<file path="src/core/ias_pkg.sv">
package ias_pkg;
	// data and address widths of the 8-bit core
	localparam int DATA_W = 8;
	localparam int ADDR_W = 16;
	// number of maskable request latches
	localparam int MASKABLE_COUNT = 22;
	// slot codes index the vector table; maskable source i uses slot SLOT_FIRST_MASKABLE + i
	localparam int SLOT_W = 5;
	localparam logic [SLOT_W-1:0] SLOT_TRAP = 5'h00;
	localparam logic [SLOT_W-1:0] SLOT_UNDEF = 5'h01;
	localparam logic [SLOT_W-1:0] SLOT_FIRST_MASKABLE = 5'h02;
	// vector table: slot 0 at the top, each slot two bytes, high byte first
	localparam logic [ADDR_W-1:0] VEC_TABLE_TOP = 16'hfffe;
	// stack pointer after reset
	localparam logic [ADDR_W-1:0] SP_RESET = 16'h00ff;
	// opcode that reads back from unmapped space and decodes as the trap
	localparam logic [DATA_W-1:0] TRAP_OPCODE = 8'hff;
	// program status byte layout
	localparam int PSW_IMF_BIT = 7;
	localparam int PSW_BANK_BIT = 6;
	localparam int FLAGS_W = 6;
	// bytes moved per entry or exit
	localparam logic [ADDR_W-1:0] STACK_FRAME = 16'h0003;
	// acceptance length in machine cycles, counted from the start cycle
	localparam int ACCEPT_CYCLES = 8;
	localparam logic [2:0] ACC_LAST_STEP = 3'(ACCEPT_CYCLES - 2);
	// bank geometry
	localparam int GPR_PER_BANK = 8;
	localparam int INDEX_W = 16;
	localparam logic [INDEX_W-1:0] REG_RESET = 16'h0000;
	typedef enum logic [1:0] {IAS_IDLE, IAS_ACCEPT, IAS_RETURN} ias_state_t;
endpackage

</file>
<file path="src/core/ias_reg_bank.sv">
`timescale 1ns/100ps
// two banks of eight byte registers and two index registers
module ias_reg_bank (
	input wire logic clk, // machine-cycle clock
	input wire logic rst_b, // async reset, active low
	input wire logic bank_select_field, // 0 bank_zero, 1 bank_one
	input wire logic gpr_wr, // byte register write strobe
	input wire logic [2:0] gpr_sel, // byte register number
	input wire logic [7:0] gpr_wdata, // byte register write data
	output logic [7:0] gpr_rdata, // byte register read data
	input wire logic idx_wr, // index register write strobe
	input wire logic idx_sel, // 0 index_reg_x, 1 index_reg_y
	input wire logic [15:0] idx_wdata, // index register write data
	output logic [15:0] idx_rdata // index register read data
);
	import ias_pkg::*;
	logic [7:0] gpr_d [2][GPR_PER_BANK];
	logic [7:0] gpr_q [2][GPR_PER_BANK];
	logic [INDEX_W-1:0] idx_d [2][2];
	logic [INDEX_W-1:0] idx_q [2][2];

	// only the selected bank is written; the other keeps its contents
	always_comb
	begin
		gpr_d = gpr_q;
		idx_d = idx_q;
		if (gpr_wr)
			gpr_d[bank_select_field][gpr_sel] = gpr_wdata; // RL12
		if (idx_wr)
			idx_d[bank_select_field][idx_sel] = idx_wdata; // RL12
	end

	always_ff @(posedge clk or negedge rst_b)
	begin
		if (!rst_b)
		begin
			for (int b = 0; b < 2; b++)
			begin
				for (int r = 0; r < GPR_PER_BANK; r++)
					gpr_q[b][r] <= REG_RESET[7:0];
				idx_q[b][0] <= REG_RESET;
				idx_q[b][1] <= REG_RESET;
			end
		end
		else
		begin
			gpr_q <= gpr_d;
			idx_q <= idx_d;
		end
	end

	assign gpr_rdata = gpr_q[bank_select_field][gpr_sel];
	assign idx_rdata = idx_q[bank_select_field][idx_sel];
endmodule // ias_reg_bank

</file>
<file path="src/core/ias_req_latch.sv">
`timescale 1ns/100ps
// request latches: set by a source pulse, cleared by acceptance or an instruction
module ias_req_latch #(
	parameter int N = ias_pkg::MASKABLE_COUNT
) (
	input wire logic clk, // machine-cycle clock
	input wire logic rst_b, // async reset, active low
	input wire logic [N-1:0] src_set, // request pulses from sources
	input wire logic [N-1:0] sw_clr, // clear pulses from an instruction
	input wire logic [N-1:0] acc_clr, // clear pulse for the accepted source
	output logic [N-1:0] irq_request_latch // held requests
);
	import ias_pkg::*;
	logic [N-1:0] lat_d;
	logic [N-1:0] lat_q;

	// a new request wins over a clear in the same cycle so no event is lost
	always_comb
	begin
		lat_d = lat_q;
		for (int i = 0; i < N; i++)
		begin
			if (src_set[i])
				lat_d[i] = 1'b1;
			else if (sw_clr[i] || acc_clr[i])
				lat_d[i] = 1'b0; // RL2 RL18
		end
	end

	always_ff @(posedge clk or negedge rst_b)
	begin
		if (!rst_b)
			lat_q <= '0; // RL18
		else
			lat_q <= lat_d;
	end

	assign irq_request_latch = lat_q;
endmodule // ias_req_latch

</file>
<file path="src/core/ias_sequencer.sv">
`timescale 1ns/100ps
// Overview of operation
// RL1: acceptance clears the master enable first, blocking further maskable requests.
// RL2: acceptance clears only the accepted source's request latch.
// RL3: push status, pc high, pc low; stack pointer drops by three.
// RL4: after stacking, load the pc from the accepted source's vector slot.
// RL5: execution resumes at the service entry once the vector is loaded.
// RL6: stacked status byte holds bank selection and master enable.
// RL7: maskable requests wait while master enable is zero.
// RL8: with master enable set, nest only sources whose enable flag is set.
// RL9: software clears the serviced enable before re-enabling; keep trap handlers short.
// RL10: hardware stacks only pc and status, never the general registers.
// RL11: maskable return restores bank selection from the popped status byte.
// RL12: two banks, each eight byte registers and two 16-bit index registers.
// RL13: the trap instruction starts top-priority acceptance at once.
// RL14: fetch from unmapped address yields 0xff, which raises the trap.
// RL15: undefined opcode raises its own interrupt, vectored like the trap.
// RL16: undefined-opcode interrupt aborts any non-maskable processing and restarts acceptance.
// RL17: acceptance takes eight machine cycles after the current instruction completes.
// RL18: a request latch holds until accepted, reset, or cleared by instruction.
// RL19: maskable routines end with one return, non-maskable with the other.
// RL20: returns pop pc low, pc high, status; stack pointer rises by three.
module ias_sequencer #(
	parameter int N_SRC = ias_pkg::MASKABLE_COUNT,
	parameter logic [ias_pkg::ADDR_W-1:0] VEC_TOP = ias_pkg::VEC_TABLE_TOP
) (
	input wire logic clk, // machine-cycle clock, 40 MHz
	input wire logic rst_b, // async reset, active low
	input wire logic [N_SRC-1:0] src_irq_set, // peripheral request pulses
	input wire logic [N_SRC-1:0] src_latch_clr, // instruction clears of latches
	input wire logic [N_SRC-1:0] source_enable_flags, // individual enables
	output logic [N_SRC-1:0] irq_request_latch, // held requests
	input wire logic instr_done, // current instruction completes this cycle
	input wire logic fetch_req, // opcode fetch strobe
	input wire logic fetch_addr_ok, // fetch address is mapped
	input wire logic [ias_pkg::DATA_W-1:0] fetch_mem_data, // memory data for the fetch
	output logic [ias_pkg::DATA_W-1:0] opcode_q, // fetched opcode to decoder
	input wire logic undef_opcode, // decoder found an undefined opcode
	input wire logic imf_set, // enable instruction
	input wire logic imf_clr, // disable instruction
	input wire logic bank_wr, // bank manipulation instruction
	input wire logic bank_wdata, // bank to select
	input wire logic sp_wr, // stack pointer load
	input wire logic [ias_pkg::ADDR_W-1:0] sp_wdata, // stack pointer value
	input wire logic ret_maskable, // return_from_maskable executes
	input wire logic ret_nonmaskable, // return_from_nonmaskable executes
	input wire logic [ias_pkg::ADDR_W-1:0] pc_cur, // address to resume after the instruction
	input wire logic [ias_pkg::FLAGS_W-1:0] cpu_flags, // alu flags for the status byte
	output logic [ias_pkg::FLAGS_W-1:0] flags_restore_q, // flags popped on return
	output logic flags_restore_load_q, // pulse: take flags_restore_q
	output logic master_irq_enable_q, // master enable flag
	output logic bank_select_q, // current bank
	output logic [ias_pkg::ADDR_W-1:0] sp_q, // stack pointer
	output logic mem_rd_q, // stack/vector read strobe
	output logic mem_wr_q, // stack write strobe
	output logic [ias_pkg::ADDR_W-1:0] mem_addr_q, // memory address
	output logic [ias_pkg::DATA_W-1:0] mem_wdata_q, // memory write data
	input wire logic [ias_pkg::DATA_W-1:0] mem_rdata, // read data, a cycle after strobe
	output logic pc_load_q, // pulse: take pc_new_q
	output logic [ias_pkg::ADDR_W-1:0] pc_new_q, // vector or return address
	output logic cpu_hold, // pipeline stalls while a sequence runs
	output logic nmi_active_q, // non-maskable service in progress
	input wire logic gpr_wr, // byte register write strobe
	input wire logic [2:0] gpr_sel, // byte register number
	input wire logic [7:0] gpr_wdata, // byte register write data
	output logic [7:0] gpr_rdata, // byte register read data
	input wire logic idx_wr, // index register write strobe
	input wire logic idx_sel, // index register select
	input wire logic [15:0] idx_wdata, // index register write data
	output logic [15:0] idx_rdata // index register read data
);
	import ias_pkg::*;

	ias_state_t state_d, state_q;
	logic [2:0] step_d, step_q;
	logic [SLOT_W-1:0] slot_d, slot_q;
	logic [ADDR_W-1:0] sp_d, sp_base_d, sp_base_q;
	logic [ADDR_W-1:0] pc_keep_d, pc_keep_q;
	logic [DATA_W-1:0] psw_keep_d, psw_keep_q;
	logic [DATA_W-1:0] byte_keep_d, byte_keep_q;
	logic imf_d, bank_d, nmi_d;
	logic trap_pend_d, trap_pend_q, undef_pend_d, undef_pend_q;
	logic mem_rd_d, mem_wr_d, pc_load_d, flags_load_d;
	logic [ADDR_W-1:0] mem_addr_d, pc_new_d;
	logic [DATA_W-1:0] mem_wdata_d, opcode_d;
	logic [FLAGS_W-1:0] flags_d;
	logic [N_SRC-1:0] acc_clr_d, acc_clr_q;
	logic [N_SRC-1:0] eligible;
	logic mask_any;
	logic [SLOT_W-1:0] mask_slot;
	logic [N_SRC-1:0] mask_onehot;
	logic [DATA_W-1:0] fetched;
	logic start_any, undef_abort;
	logic [SLOT_W-1:0] start_slot;
	logic [ADDR_W-1:0] start_sp;

	ias_req_latch #(.N(N_SRC)) u_latch (
		.clk(clk),
		.rst_b(rst_b),
		.src_set(src_irq_set),
		.sw_clr(src_latch_clr),
		.acc_clr(acc_clr_q),
		.irq_request_latch(irq_request_latch)
	);

	// general registers live in banks; acceptance never stacks them
	ias_reg_bank u_bank (
		.clk(clk),
		.rst_b(rst_b),
		.bank_select_field(bank_select_q), // RL10 RL12
		.gpr_wr(gpr_wr),
		.gpr_sel(gpr_sel),
		.gpr_wdata(gpr_wdata),
		.gpr_rdata(gpr_rdata),
		.idx_wr(idx_wr),
		.idx_sel(idx_sel),
		.idx_wdata(idx_wdata),
		.idx_rdata(idx_rdata)
	);

	// fixed order among maskable sources; level arbitration sits outside this block
	always_comb
	begin
		eligible = irq_request_latch & source_enable_flags; // RL8
		mask_any = 1'b0;
		mask_slot = SLOT_FIRST_MASKABLE;
		mask_onehot = '0;
		for (int i = N_SRC - 1; i >= 0; i--)
		begin
			if (eligible[i])
			begin
				mask_any = 1'b1;
				mask_slot = SLOT_FIRST_MASKABLE + SLOT_W'(i);
				mask_onehot = '0;
				mask_onehot[i] = 1'b1;
			end
		end
	end

	// unmapped fetches read as the trap opcode
	assign fetched = fetch_addr_ok ? fetch_mem_data : TRAP_OPCODE; // RL14
	assign opcode_d = fetch_req ? fetched : opcode_q;

	// undefined opcode preempts anything except its own acceptance
	assign undef_abort = undef_pend_q &&
		!(state_q == IAS_ACCEPT && slot_q == SLOT_UNDEF); // RL16

	// undefined requests start at once, trap requests once the sequencer is idle; maskable ones also wait for the instruction end
	always_comb
	begin
		start_any = 1'b0;
		start_slot = mask_slot;
		if (undef_abort)
		begin
			start_any = 1'b1;
			start_slot = SLOT_UNDEF; // RL15 RL16
		end
		else if (state_q == IAS_IDLE && trap_pend_q)
		begin
			start_any = 1'b1;
			start_slot = SLOT_TRAP; // RL13
		end
		else if (state_q == IAS_IDLE && instr_done && master_irq_enable_q && mask_any)
		begin
			start_any = 1'b1; // RL7 RL8 RL17
		end
	end

	// a restart must reuse the original stack base, not a half-decremented pointer
	assign start_sp = (state_q == IAS_ACCEPT) ? sp_base_q : sp_q;

	// sequencer next state
	always_comb
	begin
		state_d = state_q;
		step_d = step_q;
		slot_d = slot_q;
		sp_d = sp_q;
		sp_base_d = sp_base_q;
		pc_keep_d = pc_keep_q;
		psw_keep_d = psw_keep_q;
		byte_keep_d = byte_keep_q;
		imf_d = master_irq_enable_q;
		bank_d = bank_select_q;
		nmi_d = nmi_active_q;
		mem_rd_d = 1'b0;
		mem_wr_d = 1'b0;
		mem_addr_d = mem_addr_q;
		mem_wdata_d = mem_wdata_q;
		pc_load_d = 1'b0;
		pc_new_d = pc_new_q;
		flags_d = flags_restore_q;
		flags_load_d = 1'b0;
		acc_clr_d = '0;
		// a fetched trap opcode or an undefined one stays pending until taken
		trap_pend_d = trap_pend_q || (fetch_req && fetched == TRAP_OPCODE); // RL14
		undef_pend_d = undef_pend_q || undef_opcode;
		// software control only while no sequence owns these fields
		if (state_q == IAS_IDLE)
		begin
			if (imf_set)
				imf_d = 1'b1;
			if (imf_clr)
				imf_d = 1'b0;
			if (bank_wr)
				bank_d = bank_wdata;
			if (sp_wr)
				sp_d = sp_wdata;
		end
		if (start_any)
		begin
			state_d = IAS_ACCEPT;
			step_d = 3'h0;
			slot_d = start_slot;
			imf_d = 1'b0; // RL1
			sp_base_d = start_sp;
			sp_d = start_sp;
			if (state_q != IAS_ACCEPT)
			begin
				pc_keep_d = pc_cur;
				psw_keep_d = {master_irq_enable_q, bank_select_q, cpu_flags}; // RL6
			end
			// a fresh event in the start cycle stays pending so it is not lost
			if (start_slot == SLOT_UNDEF)
				undef_pend_d = undef_opcode;
			else if (start_slot == SLOT_TRAP)
				trap_pend_d = fetch_req && fetched == TRAP_OPCODE; // RL14
			else
				acc_clr_d = mask_onehot; // RL2
			if (start_slot == SLOT_UNDEF || start_slot == SLOT_TRAP)
				nmi_d = 1'b1;
			// first push: status byte with master enable
			mem_wr_d = 1'b1;
			mem_addr_d = start_sp;
			mem_wdata_d = (state_q != IAS_ACCEPT) ?
				{master_irq_enable_q, bank_select_q, cpu_flags} : psw_keep_q; // RL3 RL6
		end
		else if (state_q == IAS_ACCEPT)
		begin
			step_d = step_q + 3'h1;
			unique case (step_q)
				3'h0:
				begin
					mem_wr_d = 1'b1;
					mem_addr_d = sp_base_q - 16'h0001;
					mem_wdata_d = pc_keep_q[15:8]; // RL3
				end
				3'h1:
				begin
					mem_wr_d = 1'b1;
					mem_addr_d = sp_base_q - 16'h0002;
					mem_wdata_d = pc_keep_q[7:0]; // RL3
					sp_d = sp_base_q - STACK_FRAME; // RL3
				end
				3'h2:
				begin
					mem_rd_d = 1'b1;
					mem_addr_d = VEC_TOP - ADDR_W'({slot_q, 1'b0}); // RL4
				end
				3'h3:
				begin
					mem_rd_d = 1'b1;
					mem_addr_d = VEC_TOP - ADDR_W'({slot_q, 1'b0}) + 16'h0001; // RL4
				end
				3'h4:
					byte_keep_d = mem_rdata;
				3'h5:
				begin
					pc_new_d = {byte_keep_q, mem_rdata}; // RL4
					pc_load_d = 1'b1; // RL5
				end
				default:
				begin
					// padding cycle that makes up the fixed acceptance length
					if (step_q == ACC_LAST_STEP)
						state_d = IAS_IDLE; // RL17
				end
			endcase
		end
		else if (state_q == IAS_RETURN)
		begin
			step_d = step_q + 3'h1;
			unique case (step_q)
				3'h0:
				begin
					mem_rd_d = 1'b1;
					mem_addr_d = sp_q + 16'h0002; // RL20
				end
				3'h1:
				begin
					mem_rd_d = 1'b1;
					mem_addr_d = sp_q + STACK_FRAME; // RL20
					byte_keep_d = mem_rdata;
				end
				3'h2:
					pc_new_d = {mem_rdata, byte_keep_q};
				default:
				begin
					// status byte arrives: restore enable, bank and flags
					imf_d = mem_rdata[PSW_IMF_BIT];
					bank_d = mem_rdata[PSW_BANK_BIT]; // RL11
					flags_d = mem_rdata[FLAGS_W-1:0];
					flags_load_d = 1'b1;
					pc_load_d = 1'b1; // RL20
					sp_d = sp_q + STACK_FRAME; // RL20
					state_d = IAS_IDLE;
				end
			endcase
		end
		else if (ret_maskable || ret_nonmaskable)
		begin
			// both returns pop alike; only the non-maskable one ends nmi service
			state_d = IAS_RETURN;
			step_d = 3'h0;
			if (ret_nonmaskable)
				nmi_d = 1'b0; // RL19
			mem_rd_d = 1'b1;
			mem_addr_d = sp_q + 16'h0001; // RL20
		end
	end

	assign cpu_hold = (state_q != IAS_IDLE);

	always_ff @(posedge clk or negedge rst_b)
	begin
		if (!rst_b)
		begin
			state_q <= IAS_IDLE;
			step_q <= 3'h0;
			slot_q <= SLOT_TRAP;
			sp_q <= SP_RESET;
			sp_base_q <= SP_RESET;
			pc_keep_q <= '0;
			psw_keep_q <= '0;
			byte_keep_q <= '0;
			master_irq_enable_q <= 1'b0;
			bank_select_q <= 1'b0;
			nmi_active_q <= 1'b0;
			trap_pend_q <= 1'b0;
			undef_pend_q <= 1'b0;
			mem_rd_q <= 1'b0;
			mem_wr_q <= 1'b0;
			mem_addr_q <= '0;
			mem_wdata_q <= '0;
			pc_load_q <= 1'b0;
			pc_new_q <= '0;
			flags_restore_q <= '0;
			flags_restore_load_q <= 1'b0;
			acc_clr_q <= '0;
			opcode_q <= '0;
		end
		else
		begin
			state_q <= state_d;
			step_q <= step_d;
			slot_q <= slot_d;
			sp_q <= sp_d;
			sp_base_q <= sp_base_d;
			pc_keep_q <= pc_keep_d;
			psw_keep_q <= psw_keep_d;
			byte_keep_q <= byte_keep_d;
			master_irq_enable_q <= imf_d;
			bank_select_q <= bank_d;
			nmi_active_q <= nmi_d;
			trap_pend_q <= trap_pend_d;
			undef_pend_q <= undef_pend_d;
			mem_rd_q <= mem_rd_d;
			mem_wr_q <= mem_wr_d;
			mem_addr_q <= mem_addr_d;
			mem_wdata_q <= mem_wdata_d;
			pc_load_q <= pc_load_d;
			pc_new_q <= pc_new_d;
			flags_restore_q <= flags_d;
			flags_restore_load_q <= flags_load_d;
			acc_clr_q <= acc_clr_d;
			opcode_q <= opcode_d;
		end
	end
endmodule // ias_sequencer

</file>
<file path="config.mk">
export PLATFORM = sky130hd
export DESIGN_NAME = ias_sequencer
export DESIGN_NICKNAME = d
export VERILOG_FILES = /design/src/core/ias_pkg.sv /design/src/core/ias_reg_bank.sv /design/src/core/ias_req_latch.sv /design/src/core/ias_sequencer.sv
export SDC_FILE = /design/constraint.sdc
export NUM_CORES = 1
export LEC_CHECK = 0
export ABC_CLOCK_PERIOD_IN_PS = 3000
export CORE_MARGIN = 2
export CORE_UTILIZATION = 35
export CTS_CLUSTER_DIAMETER = 150
export DETAILED_ROUTE_END_ITERATION = 7
export DONT_BUFFER_PORTS = 1
export PLACE_DENSITY = 0.53
export REMOVE_ABC_BUFFERS = 1
export SYNTH_ARGS = -nofsm -noshare
export SYNTH_HDL_FRONTEND = slang
export SYNTH_SLANG_ARGS = --single-unit
</file>
<file path="constraint.sdc">
create_clock -name clk -period 3 [get_ports clk]
set_input_delay 0.3 -clock clk [delete_from_list [all_inputs] [get_ports clk]]
set_output_delay 0.3 -clock clk [all_outputs]
set_load 0.005 [all_outputs]
</file>
# After elaboration in Yosys (flattened, before gate mapping)
# Cells that the tools add are included.
[totals]
reg_bits = 373
[op_classes]
addsub = 9
mux = 217
n_reduce_logical = 83
magnitude_cmp = 6
eq_ne = 22
bitwise_logic = 7
[ops]
columns = ["operator", "n"]
rows = [
  ["$mux 22", 25],
  ["$mux 16", 20],
  ["$mux 64", 4],
  ["$bwmux 128", 1],
  ["$mux 32", 4],
  ["$mux 5", 24],
  ["$mux 1", 108],
  ["$mux 8", 11],
  ["$bwmux 64", 1],
  ["$demux 64 s1", 1],
  ["$pmux 16 s4", 1],
  ["$reduce_bool 2->1", 29],
  ["$add 16x2->16 const B", 2],
  ["$demux 32 s1", 1],
  ["$pmux 16 s2", 1],
  ["$sub 16x2->16 const B", 2],
  ["$logic_or 1x1->1", 26],
  ["$bmux 8 s3", 1],
  ["$demux 8 s3", 1],
  ["$and 22x22->22", 1],
  ["$add 16x1->16 const B", 1],
  ["$demux 16 s1", 1],
  ["$pmux 8 s2", 1],
  ["$reduce_and 4->1", 4],
  ["other kinds (40)", 73],
]

# Logic depth before layout (Yosys ltp)
# Gate-level depths: netlist of run 1.
[logic_depth]
ltp_word = 29
ltp_mapped = 12
ltp_nobuf = 10

# By module
# Synthesis of run 1 repeated with hierarchy kept, for this count alone.
[unflattened]
hier_cells = 1713
area_unflattened_um2 = 19284.7
[by_module_without_submodules]
columns = ["mod", "area_each_um2", "instances", "cells_per_inst"]
rows = [
  ["ias_sequencer", 9683.0, 1, 1081],
  ["ias_reg_bank", 8803.4, 1, 566],
  ["ias_req_latch", 798.3, 1, 66],
]

# Worst setup path before layout of run 1
# OpenSTA, ideal clock, no wires.
[synth_timing]
path_kind = "register to register"
start = "register sp_base_q[2]"
end = "register sp_q[15] (netlist bit)"
t_required_ns = 2.864
t_arrival_ns = 2.967
stages_incl_launch_ff = 10
n_path_buf = 1
setup_slack_ns = -0.102
path_cell_list = "dfstp_2 -> clkbuf_1 -> inv_1 -> ha_1 -> a2111oi_0 -> nor4b_1 -> nand2_1 -> a2bb2oi_1 -> o221ai_1 -> o21ai_0"
[synth_between]
elab_chain_len = 4
[synth_rtl]
columns = ["item", "line", "text"]
rows = [
  ["start: declaration", "ias_sequencer.sv:77", "logic [ADDR_W-1:0] sp_d, sp_base_d, sp_base_q;"],
  ["start signal: assignment", "ias_sequencer.sv:358", "sp_base_q <= sp_base_d;"],
  ["$sub 16x2->16", "ias_sequencer.sv:253", "sp_d = sp_base_q - STACK_FRAME;"],
  ["$mux 16", "ias_sequencer.sv:241", "unique case (step_q)"],
  ["$mux 16", "ias_sequencer.sv:238", "else if (state_q == IAS_ACCEPT)"],
  ["$mux 16", "ias_sequencer.sv:210", "if (start_any)"],
  ["named net sp_d[15]", "ias_sequencer.sv:77", ""],
  ["end signal: assignment", "ias_sequencer.sv:357", "sp_q <= sp_d;"],
  ["end: declaration", "ias_sequencer.sv:53", "output logic [ias_pkg::ADDR_W-1:0] sp_q,"],
]
# The timed path passes the listed nets, and every way through them passes these cells.
# A chain may end at the register's enable or synchronous reset.

# Worst setup path in the final report of run 1
[layout_timing]
start = "register u_latch.lat_q[6], in the netlist u_latch.irq_request_latch[6]"
end = "register mem_addr_q[14] (netlist bit)"
[layout_between]
elab_chain_len = 14
elab_cells_between_ends = 17
[layout_rtl]
columns = ["item", "line", "text"]
rows = [
  ["start: declaration", "ias_req_latch.sv:15", "logic [N-1:0] lat_q;"],
  ["start signal: assignment", "ias_req_latch.sv:35", "lat_q <= lat_d;"],
  ["$and 22x22->22 (*)", "ias_sequencer.sv:124", "eligible = irq_request_latch & source_enable_flags;"],
  ["$mux 1 (*) (7 in a row)", "ias_sequencer.sv:130", "if (eligible[i])"],
  ["$logic_and 1x1->1 (*)", "ias_sequencer.sv:163", "else if (state_q == IAS_IDLE && instr_done && master_irq_enable_q && mask_any)"],
  ["$mux 1 (*)", "ias_sequencer.sv:163", ""],
  ["$mux 1 (*)", "ias_sequencer.sv:158", "else if (state_q == IAS_IDLE && trap_pend_q)"],
  ["$mux 1 (*)", "ias_sequencer.sv:153", "if (undef_abort)"],
  ["$ne 6x2->1 (no source line) (tied with other cells)", "-", ""],
  ["$reduce_and 3->1 (no source line)", "-", ""],
  ["end signal: assignment", "ias_sequencer.sv:369", "mem_addr_q <= mem_addr_d;"],
  ["end: declaration", "ias_sequencer.sv:56", "output logic [ias_pkg::ADDR_W-1:0] mem_addr_q,"],
]
# Every way passes the cells marked *; elsewhere a longest branch is shown, timed or not.

==> flow_metrics.tcl, run 1 <==
set metrics [dict create \
    pwr-share-clk_pct 22.8 \
    tightest_slew_ps 1100 \
    layout-drive-gt1-share_pct 29.9 \
    met3_length_microns 5000 \
    clk_pin_slew_ps 60 \
    cts_buffers 45 \
    hpwlAfterDp_microns 42400 \
    ys_top_cells_by_count "dfrtp_1, mux2_2, nor2_1" \
    cts_buffer_depth 3 \
    yosys.area.top_type "dfrtp_1" \
    wl_met2_microns 28700 \
    grt_overflow 0 \
    status "finished with violations" \
    placementRows 86 \
    dp_worst_setup_slack_ps 36.8 \
    routed-via-count 15100 \
    skew_ps 39.9 \
    drv_slew 0 \
    gp_congestion 0.925 \
    die_w_microns 240 \
    area_delta_synth_final_pct 23.4 \
    fin_nets 2059 \
    nFillCells 5200 \
    wl_microns 63100 \
    h-tree-depth 2 \
    routed.top_layer "met4" \
    ir_worst_vdd_v 0.000588 \
    synthArstFlopShare_pct 100 \
    synth-main-ff-cell "dfrtp_1" \
    power.switching_mw 9.83 \
    rsz0062_at_grt "false" \
    path_max_fanout 12 \
    wire_per_inst_microns 23.7 \
    fmax_ghz 0.345 \
    cp.arrival_ps 3370 \
    worstSetupPathType "register to register" \
    ys_seq_area_share_pct 48.0 \
    grt_pass1_vias 15600 \
    cts-root-buf "clkbuf_16" \
    cts_hold_buf 142 \
    postRouteAntennaNets 0 \
    drt_first_pass_iters 5 \
    cts_tree "built" \
    ys_ff_latch 373 \
    setup_slack_ps 99.1 \
    grt_pass1_wl_microns 95900 \
    worst_setup_path_start_kind "register" \
    grt_max_degree 374 \
    ys_types 87 \
    setup_viol 0 \
    violations "negative hold slack" \
    critPathRequiredTime_ps 3470 \
    via_per_inst 5.69 \
    start_util_pct 35.4 \
    holdWs_ps -563 \
    syn-instance-count 1685 \
    period_share_pct 96.7 \
    seq_power_share_pct 34.6 \
    netlist_area_sq_um 19500 \
    portBuffers 0 \
    fin_util_pct 43.7 \
    sw_frac_of_total_pct 37.6 \
    synth_top_area_share_pct 45.8 \
    clock_sink_count 373 \
    drc 0 \
    die_height_microns 240 \
    hold_violations 373 \
    endpoint_kind "register" \
    p_int_mw 16.3 \
    combPwrFrac_pct 42.6 \
    die_area_sq_um 57600 \
    synth_edf_count 0 \
    grt_antenna_before_repair 2 \
    yosysWarnings 0 \
    insertion_delay_ps 610 \
    num_io_pins 287 \
    max_cap_violations 0 \
    coreArea_sq_um 55100 \
    met1_length_microns 27300 \
    track_usage_pct 21.7 \
    initialDrtViolationCount 1257 \
    slew_headroom_pct 26.9 \
    leakage_nw 10.2 \
    p_per_area_nw_per_um2 1090 \
    min-delay-path-class "input pin to async pin" \
    yosysMostFrequentCell "dfrtp_1" \
    fin_crit_ps 2900 \
    synth_area_per_cell_sq_um 11.6 \
    ys_top_cells_by_area "dfrtp_1, mux2_2, mux2i_1" \
]
per-layer routing:
layer / vias up / global-route usage, %
li1: 6685 / -
met1: 7743 / 29.3
met2: 588 / 33.7
met3: 129 / 5.21
met4: 0 / 7.96
met5: - / 0
power groups by stage:
| stage | sequential (mW) | combinational, mW | clock, mW |
|---|---|---|---|
| floorplan | 8.63 | 7.38 | 0 |
| global placement | 9.01 | 10.5 | 0 |
| detailed placement | 9.12 | 10.6 | 0 |
| CTS | 9.01 | 10.9 | 6.14 |
| global route | 9.31 | 12.0 | 6.33 |
| finish | 9.04 | 11.1 | 5.97 |
timing repair:
item | 4_1_cts | 5_1_grt
hold endpoints to repair | 678 | 373
setup buffers | 1 | 6
endpoints found under the setup margin | 5 | 63
resized for setup | 0 | 7
cloned | 0 | 1
pin swaps | 0 | 4
per-stage QoR:
step                area, sq um  TNS (ps)  hold WS, ps  std cells  power [mW]
floorplan                 19000   -475470         4.41       1567        16.0
global placement          20900         0         36.5       2429        19.5
detailed placement        20900         0         36.9       2429        19.8
CTS                       24000         0         -612       2654        26.1
global route              24000         0         -607       2662        27.7
finish                    24000         0         -563       2664        26.2
sequential cells by signal, indices dropped and copies added (netlist names), 16 cells and up:
register	flops
u_bank.gpr_q	128
pc_keep_q	16
u_latch.irq_request_latch	22
pc_new_q	16
u_bank.idx_q	64
acc_clr_q	22
mem_addr_q	16
sp_q	16
sp_base_q	16
cell usage in the layout (no fill, tap or decap), drive strengths merged, types with 11 or more instances in the layout:
cell | Yosys | layout
nor4 | 14 | 14
mux2 | 285 | 285
mux4 | 30 | 30
a21oi | 64 | 64
nor3 | 26 | 26
nand4 | 14 | 14
buf | 34 | 121
nand3 | 46 | 46
o21ai | 43 | 43
dfrtp | 357 | 357
nor3b | 11 | 11
nor2 | 115 | 116
or3 | 12 | 12
nand2 | 95 | 95
dfstp | 16 | 16
and3 | 14 | 14
a22o | 11 | 11
inv | 26 | 27
clkinv | 2 | 12
a211oi | 15 | 15
xnor2 | 11 | 11
clkbuf | 84 | 61
a31oi | 31 | 31
ha | 18 | 18
o22ai | 36 | 36
a21o | 26 | 26
mux2i | 84 | 84
dlygate4sd3 | 0 | 142
o31ai | 12 | 12
kinds of logic (layout without fill, tap and decap cells):
kind of cell | Yosys count | in the layout | synth area share [%]
buffers and inverters | 146 | 373 | 3.18
adders and majority gates | 18 | 18 | 1.16
other | 0 | 3 | 0
xor gates and xnor gates | 18 | 18 | 0.809
and+or+nand+nor | 393 | 394 | 10.1
muxes | 399 | 399 | 24.7
AOI/OAI and AO/OA | 338 | 338 | 12.1
DFF | 373 | 373 | 48.0
worst max-delay path, stage by stage, from the launching register on:
cell and delay [ps]:
dfrtp_1 400, a22o_4 270, or4_4 560, or4_4 560, buf_4 240, a21oi_4 300, buf_4 190, nand2b_1 50
a32o_1 210
final cells by class:
cell class	instances	area, sq um	share of cell area, %
antenna	3	7.51	0.0312
clock buffer	61	1320	5.47
clock inverter	21	338	1.40
inverter	28	106	0.442
multi-input combinational	1167	9600	39.9
sequential	373	9360	38.9
tap	748	936	3.89
timing repair buffer	263	2390	9.94
path summary, 6_finish.rpt:
| path | end | cells past startpoint | slack, ps | from |
|---|---|---|---|---|
| max in group asynchronous | u_bank.idx_q[59] | 0 | 2790 | rst_b |
| setup reg to reg | mem_addr_q[14] | 8 | 100 | u_latch.irq_request_latch[6] |
| hold / removal | mem_wdata_q[0] | 0 | -560 | rst_b |
| setup / recovery | mem_addr_q[14] | 8 | 100 | u_latch.irq_request_latch[6] |
| min in group clk | mem_wdata_q[3] | 3 | 40 | cpu_flags[3] |
| hold reg to reg | u_bank.idx_q[32] | 1 | 500 | u_bank.idx_q[32] |
No activity file was read; power rests on OpenSTA's default activity.
==> inputs of run 2 (changes only) <==
--- a/config.mk
+++ b/config.mk
@@ -12,7 +12,6 @@
 export DETAILED_ROUTE_END_ITERATION = 7
 export DONT_BUFFER_PORTS = 1
 export PLACE_DENSITY = 0.53
-export REMOVE_ABC_BUFFERS = 1
 export SYNTH_ARGS = -nofsm -noshare
 export SYNTH_HDL_FRONTEND = slang
 export SYNTH_SLANG_ARGS = --single-unit
==> flow_metrics.tcl, run 2 (synthesis results as in run 1) <==
set metrics [dict create \
    clock_sink_count 373 \
    cts_buffers 46 \
    cts-root-buf "clkbuf_16" \
    wire_per_inst_microns 23.3 \
    via_per_inst 5.63 \
    initialDrtViolationCount 1028 \
    slew_headroom_pct 37.7 \
    largest_reg_flops 128 \
    portBuffers 0 \
    grt_pass1_vias 15600 \
    grt_overflow 0 \
    leakage_nw 10.1 \
    final_common_cell "dfrtp_1" \
    fin_area_sq_um 23900 \
    area_delta_synth_final_pct 22.4 \
    insertion_delay_ps 590 \
    worst_setup_path_start_kind "register" \
    min-delay-path-class "input pin to async pin" \
    cp.arrival_ps 3400 \
    skew_ps 20.3 \
    top_register "u_bank.gpr_q" \
    drt_first_pass_iters 5 \
    endpoint_kind "register" \
    status "finished with violations" \
    period_share_pct 98.8 \
    syn_nets 1866 \
    die_w_microns 240 \
    ir_worst_vdd_v 0.000670 \
    fin_nets 2049 \
    fin_tns_setup_ps 0 \
    holdWs_ps -590 \
    layout-drive-gt1-share_pct 29.0 \
    cpMostUsedCell "a22o_1" \
    fmax_ghz 0.337 \
    setup_slack_ps 36.9 \
    cts_tree "built" \
    max_cap_violations 0 \
    total_power_mw 25.8 \
    grt_max_degree 374 \
    routed-via-count 15000 \
    path_cells "a22o_1, or4_1, or4_4, a22o_1, a211oi_1, o21ai_0" \
    clk_pin_slew_ps 60 \
    cpMaxStageDelayCell "or4_4" \
    finalNonFillerCells 2655 \
    num_io_pins 287 \
    violations "negative hold slack" \
    path_max_fanout 11 \
    drv_slew 0 \
    grt_antenna_before_repair 2 \
    wl_microns 61700 \
    fin_util_pct 43.3 \
    h-tree-depth 2 \
    placementRows 86 \
    drc 0 \
    dp_worst_setup_slack_ps 74.1 \
    cts_buffer_depth 3 \
    rsz0062_at_grt "true" \
    dp_cells 2420 \
    critPathTopFamily "simple AND/OR/NAND/NOR gates" \
    reg_top3 "u_bank.gpr_q x128, u_bank.idx_q x64" \
    tightest_slew_ps 933 \
    path_buf_inv 0 \
    postRouteAntennaNets 0 \
    coreArea_sq_um 55100 \
    placed_cell_area_sq_um 20800 \
    hpwlAfterDp_microns 41300 \
    die_area_sq_um 57600 \
    fin_crit_ps 2960 \
    p_per_area_nw_per_um2 1080 \
    track_usage_pct 21.0 \
    worstSetupPathType "register to register" \
    hold_violations 373 \
    grt_pass1_wl_microns 93500 \
    die_height_microns 240 \
    start_util_pct 35.4 \
    gp_congestion 0.946 \
    final_cell_mix "dfrtp_1, mux2_2, dlygate4sd3_1" \
    critPathRequiredTime_ps 3440 \
    cts_hold_buf 143 \
    setup_viol 0 \
    slowest_delay_ps 680 \
]
-- run 2: cell types whose count changed in the layout (fill, tap and decap cells not counted), sizes merged --
cell / before / now
buf: 121 / 108
clkinvlp: 4 / 0
clkinv: 12 / 17
clkbuf: 61 / 67
bufinv: 6 / 2
inv: 27 / 28
diode: 3 / 2
dlygate4sd3: 142 / 143
-- run 2: repair_timing --
item                                    4_1_cts  5_1_grt
resized for setup                             0        5
endpoints found under the hold margin       678      373
endpoints found under the setup margin        0       60
setup buffers                                 0        4
-- run 2: worst paths after layout --
kind / start / end / slack (ps) / cells past startpoint
hold / removal: rst_b / u_latch.irq_request_latch[0] / -590 / 0
setup reg to reg: u_latch.irq_request_latch[10] / mem_addr_q[8] / 40 / 6
max in group asynchronous: rst_b / u_bank.gpr_q[6] / 2840 / 0
setup / recovery: u_latch.irq_request_latch[10] / mem_addr_q[8] / 40 / 6
hold reg to reg: u_bank.gpr_q[0] / u_bank.gpr_q[0] / 500 / 1
min in group clk: fetch_addr_ok / trap_pend_q / 20 / 2
-- run 2: power breakdown --
part	switching, mW	leakage, nW	internal [mW]
clock	2.27	0.770	3.34
sequential	1.70	4.50	7.26
combinational	5.78	4.86	5.44
total	9.75	10.1	16.0
-- run 2: final cells by class --
type / count / area, sq um
clock inverters: 19 / 186
diodes: 2 / 5.00
inverters: 28 / 110
clock buffers: 66 / 1360
fillers: 5206 / 31200
repair buffers: 252 / 2330
well taps: 748 / 936
flip-flops and latches: 373 / 9360
multi-input cells: 1167 / 9580
-- run 2: metal layers --
metal | wire length (microns) | vias up | GRT usage (%)
met2 | 30500 | 546 | 35.3
met4 | 2420 | 0 | 8.94
met3 | 4230 | 149 | 4.40
met1 | 24600 | 7582 | 26.0
met5 | 0 | - | 0
li1 | - | 6681 | -
==> inputs of run 3 (changes only) <==
--- a/config.mk
+++ b/config.mk
@@ -8,10 +8,12 @@
 export ABC_CLOCK_PERIOD_IN_PS = 3000
 export CORE_MARGIN = 2
 export CORE_UTILIZATION = 35
+export CTS_BUF_LIST = sky130_fd_sc_hd__clkbuf_8
 export CTS_CLUSTER_DIAMETER = 150
 export DETAILED_ROUTE_END_ITERATION = 7
 export DONT_BUFFER_PORTS = 1
 export PLACE_DENSITY = 0.53
+export SETUP_SLACK_MARGIN = 0.4
 export SYNTH_ARGS = -nofsm -noshare
 export SYNTH_HDL_FRONTEND = slang
 export SYNTH_SLANG_ARGS = --single-unit
==> flow_metrics.tcl, run 3 (synthesis results as in run 1) <==
set metrics [dict create \
    status "finished with violations" \
    violations "negative hold slack" \
    ff_latch_area_sq_um 9360 \
    h-tree-depth 3 \
    grt_max_degree 374 \
    cts-root-buf "clkbuf_8" \
    portBuffers 0 \
    clock_sink_count 373 \
    syn_nets 1866 \
    die_height_microns 240 \
    postRouteAntennaNets 0 \
    grt_overflow 0 \
    final_common_cell "dfrtp_1" \
    max_cap_violations 0 \
    wl_microns 65700 \
    cts_buffers 71 \
    grt_pass1_wl_microns 100000 \
    fin_tns_setup_ps 0 \
    ir_worst_vdd_v 0.000573 \
    cp.arrival_ps 3370 \
    r2r_cells 10 \
    setup_viol 0 \
    path_depth 10 \
    final_cell_mix "dfrtp_1, mux2_2, dlygate4sd3_1" \
    worstSetupPathType "register to register" \
    total_power_mw 27.6 \
    via_per_inst 5.64 \
    grt_pass1_vias 16300 \
    drv_slew 0 \
    nFillCells 5130 \
    holdWs_ps -647 \
    coreArea_sq_um 55100 \
    slowest_delay_ps 560 \
    reg_top3 "u_bank.gpr_q x128, u_bank.idx_q x64" \
    skew_ps 32.8 \
    drc 0 \
    top_register "u_bank.gpr_q" \
    hpwlAfterDp_microns 42800 \
    slew_headroom_pct 31.9 \
    endpoint_kind "register" \
    p_per_area_nw_per_um2 1090 \
    path_buf_inv 4 \
    cts_hold_buf 146 \
    num_io_pins 287 \
    placementRows 86 \
    layout-drive-gt1-share_pct 35.3 \
    worst_setup_path_start_kind "register" \
    fin_nets 2151 \
    insertion_delay_ps 640 \
    gp_congestion 0.931 \
    track_usage_pct 22.7 \
    path_max_fanout 6 \
    grt_antenna_before_repair 6 \
    min-delay-path-class "input pin to async pin" \
    die_w_microns 240 \
    ff2ff_setup_slack_ps 140 \
    tightest_slew_ps 1020 \
    fin_crit_ps 2860 \
    critPathTopFamily "simple AND/OR/NAND/NOR gates" \
    cts_buffer_depth 3 \
    clk_pin_slew_ps 60 \
    finalNonFillerCells 2771 \
    cpMaxStageDelayCell "or4_4" \
    largest_reg_flops 128 \
    cts_tree "built" \
    multi_input_area_sq_um 9980 \
    initialDrtViolationCount 1231 \
    wire_per_inst_microns 23.7 \
    drt_first_pass_iters 5 \
    fmax_ghz 0.349 \
    leakage_nw 10.9 \
    die_area_sq_um 57600 \
    period_share_pct 95.5 \
    dp_cells 2429 \
    hold_violations 373 \
    routed-via-count 15600 \
    area_delta_synth_final_pct 29.9 \
    start_util_pct 35.4 \
    critPathRequiredTime_ps 3510 \
    rsz0062_at_grt "true" \
    path_cells "a22o_1, or4_4, or4_4, nand2_8, buf_6, buf_6, nor2_4, buf_12, buf_16, mux2_2" \
]
## run 3: power breakdown
group,switching (mW),leakage [nW],internal [mW]
clock network,2.29,0.839,2.95
logic,6.54,5.52,6.82
registers,1.73,4.50,7.26
total,10.6,10.9,17.0
## run 3: area by class of cell
cell class / count / share of cell area (%)
antenna: 2 / 0.0198
timing repair buffer: 330 / 13.6
clock inverter: 38 / 1.15
tap: 748 / 3.70
multi-input combinational: 1166 / 39.4
inverter: 28 / 0.464
sequential: 373 / 37.0
clock buffer: 86 / 4.67
## run 3: final timing paths
kind	start	endpoint
max in group asynchronous	rst_b	u_bank.idx_q[34]
max	u_latch.irq_request_latch[18]	pc_keep_q[0]
max reg2reg	u_latch.irq_request_latch[18]	pc_keep_q[0]
min in group clk	fetch_mem_data[6]	trap_pend_q
min	rst_b	u_latch.irq_request_latch[1]
min reg2reg	u_bank.gpr_q[66]	u_bank.gpr_q[66]
## run 3: through the flow
| stage | utilization, % | setup WS [ps] | area (sq um) | hold WS (ps) |
|---|---|---|---|---|
| after floorplan | - | 323 | 19600 | 4.41 |
| after global placement | 38.1 | 110 | 21000 | 12.6 |
| after detailed placement | 38.1 | 90.0 | 21000 | 13.6 |
| after CTS | 45.2 | 185 | 24900 | -705 |
| after global routing | 46.0 | 109 | 25300 | -698 |
| final | 46.0 | 136 | 25300 | -647 |
## run 3: timing repair
item | 4_1_cts | 5_1_grt
hold endpoints to repair | 688 | 373
endpoints found under the setup margin | 106 | 123
pin swaps | 20 | 30
cloned | 9 | 0
buffers inserted | 48 | 13
gates resized for setup | 76 | 75
## run 3: layer usage
layer / wire [microns] / GRT usage (%) / part of all wire, % / vias up
met5: 40 / 0 / 0.061 / -
li1: - / - / - / 6887
met2: 31900 / 37.4 / 49 / 592
met3: 4370 / 5.74 / 6.6 / 192
met4: 2990 / 10.7 / 4.5 / 8
met1: 26400 / 28.0 / 40 / 7947
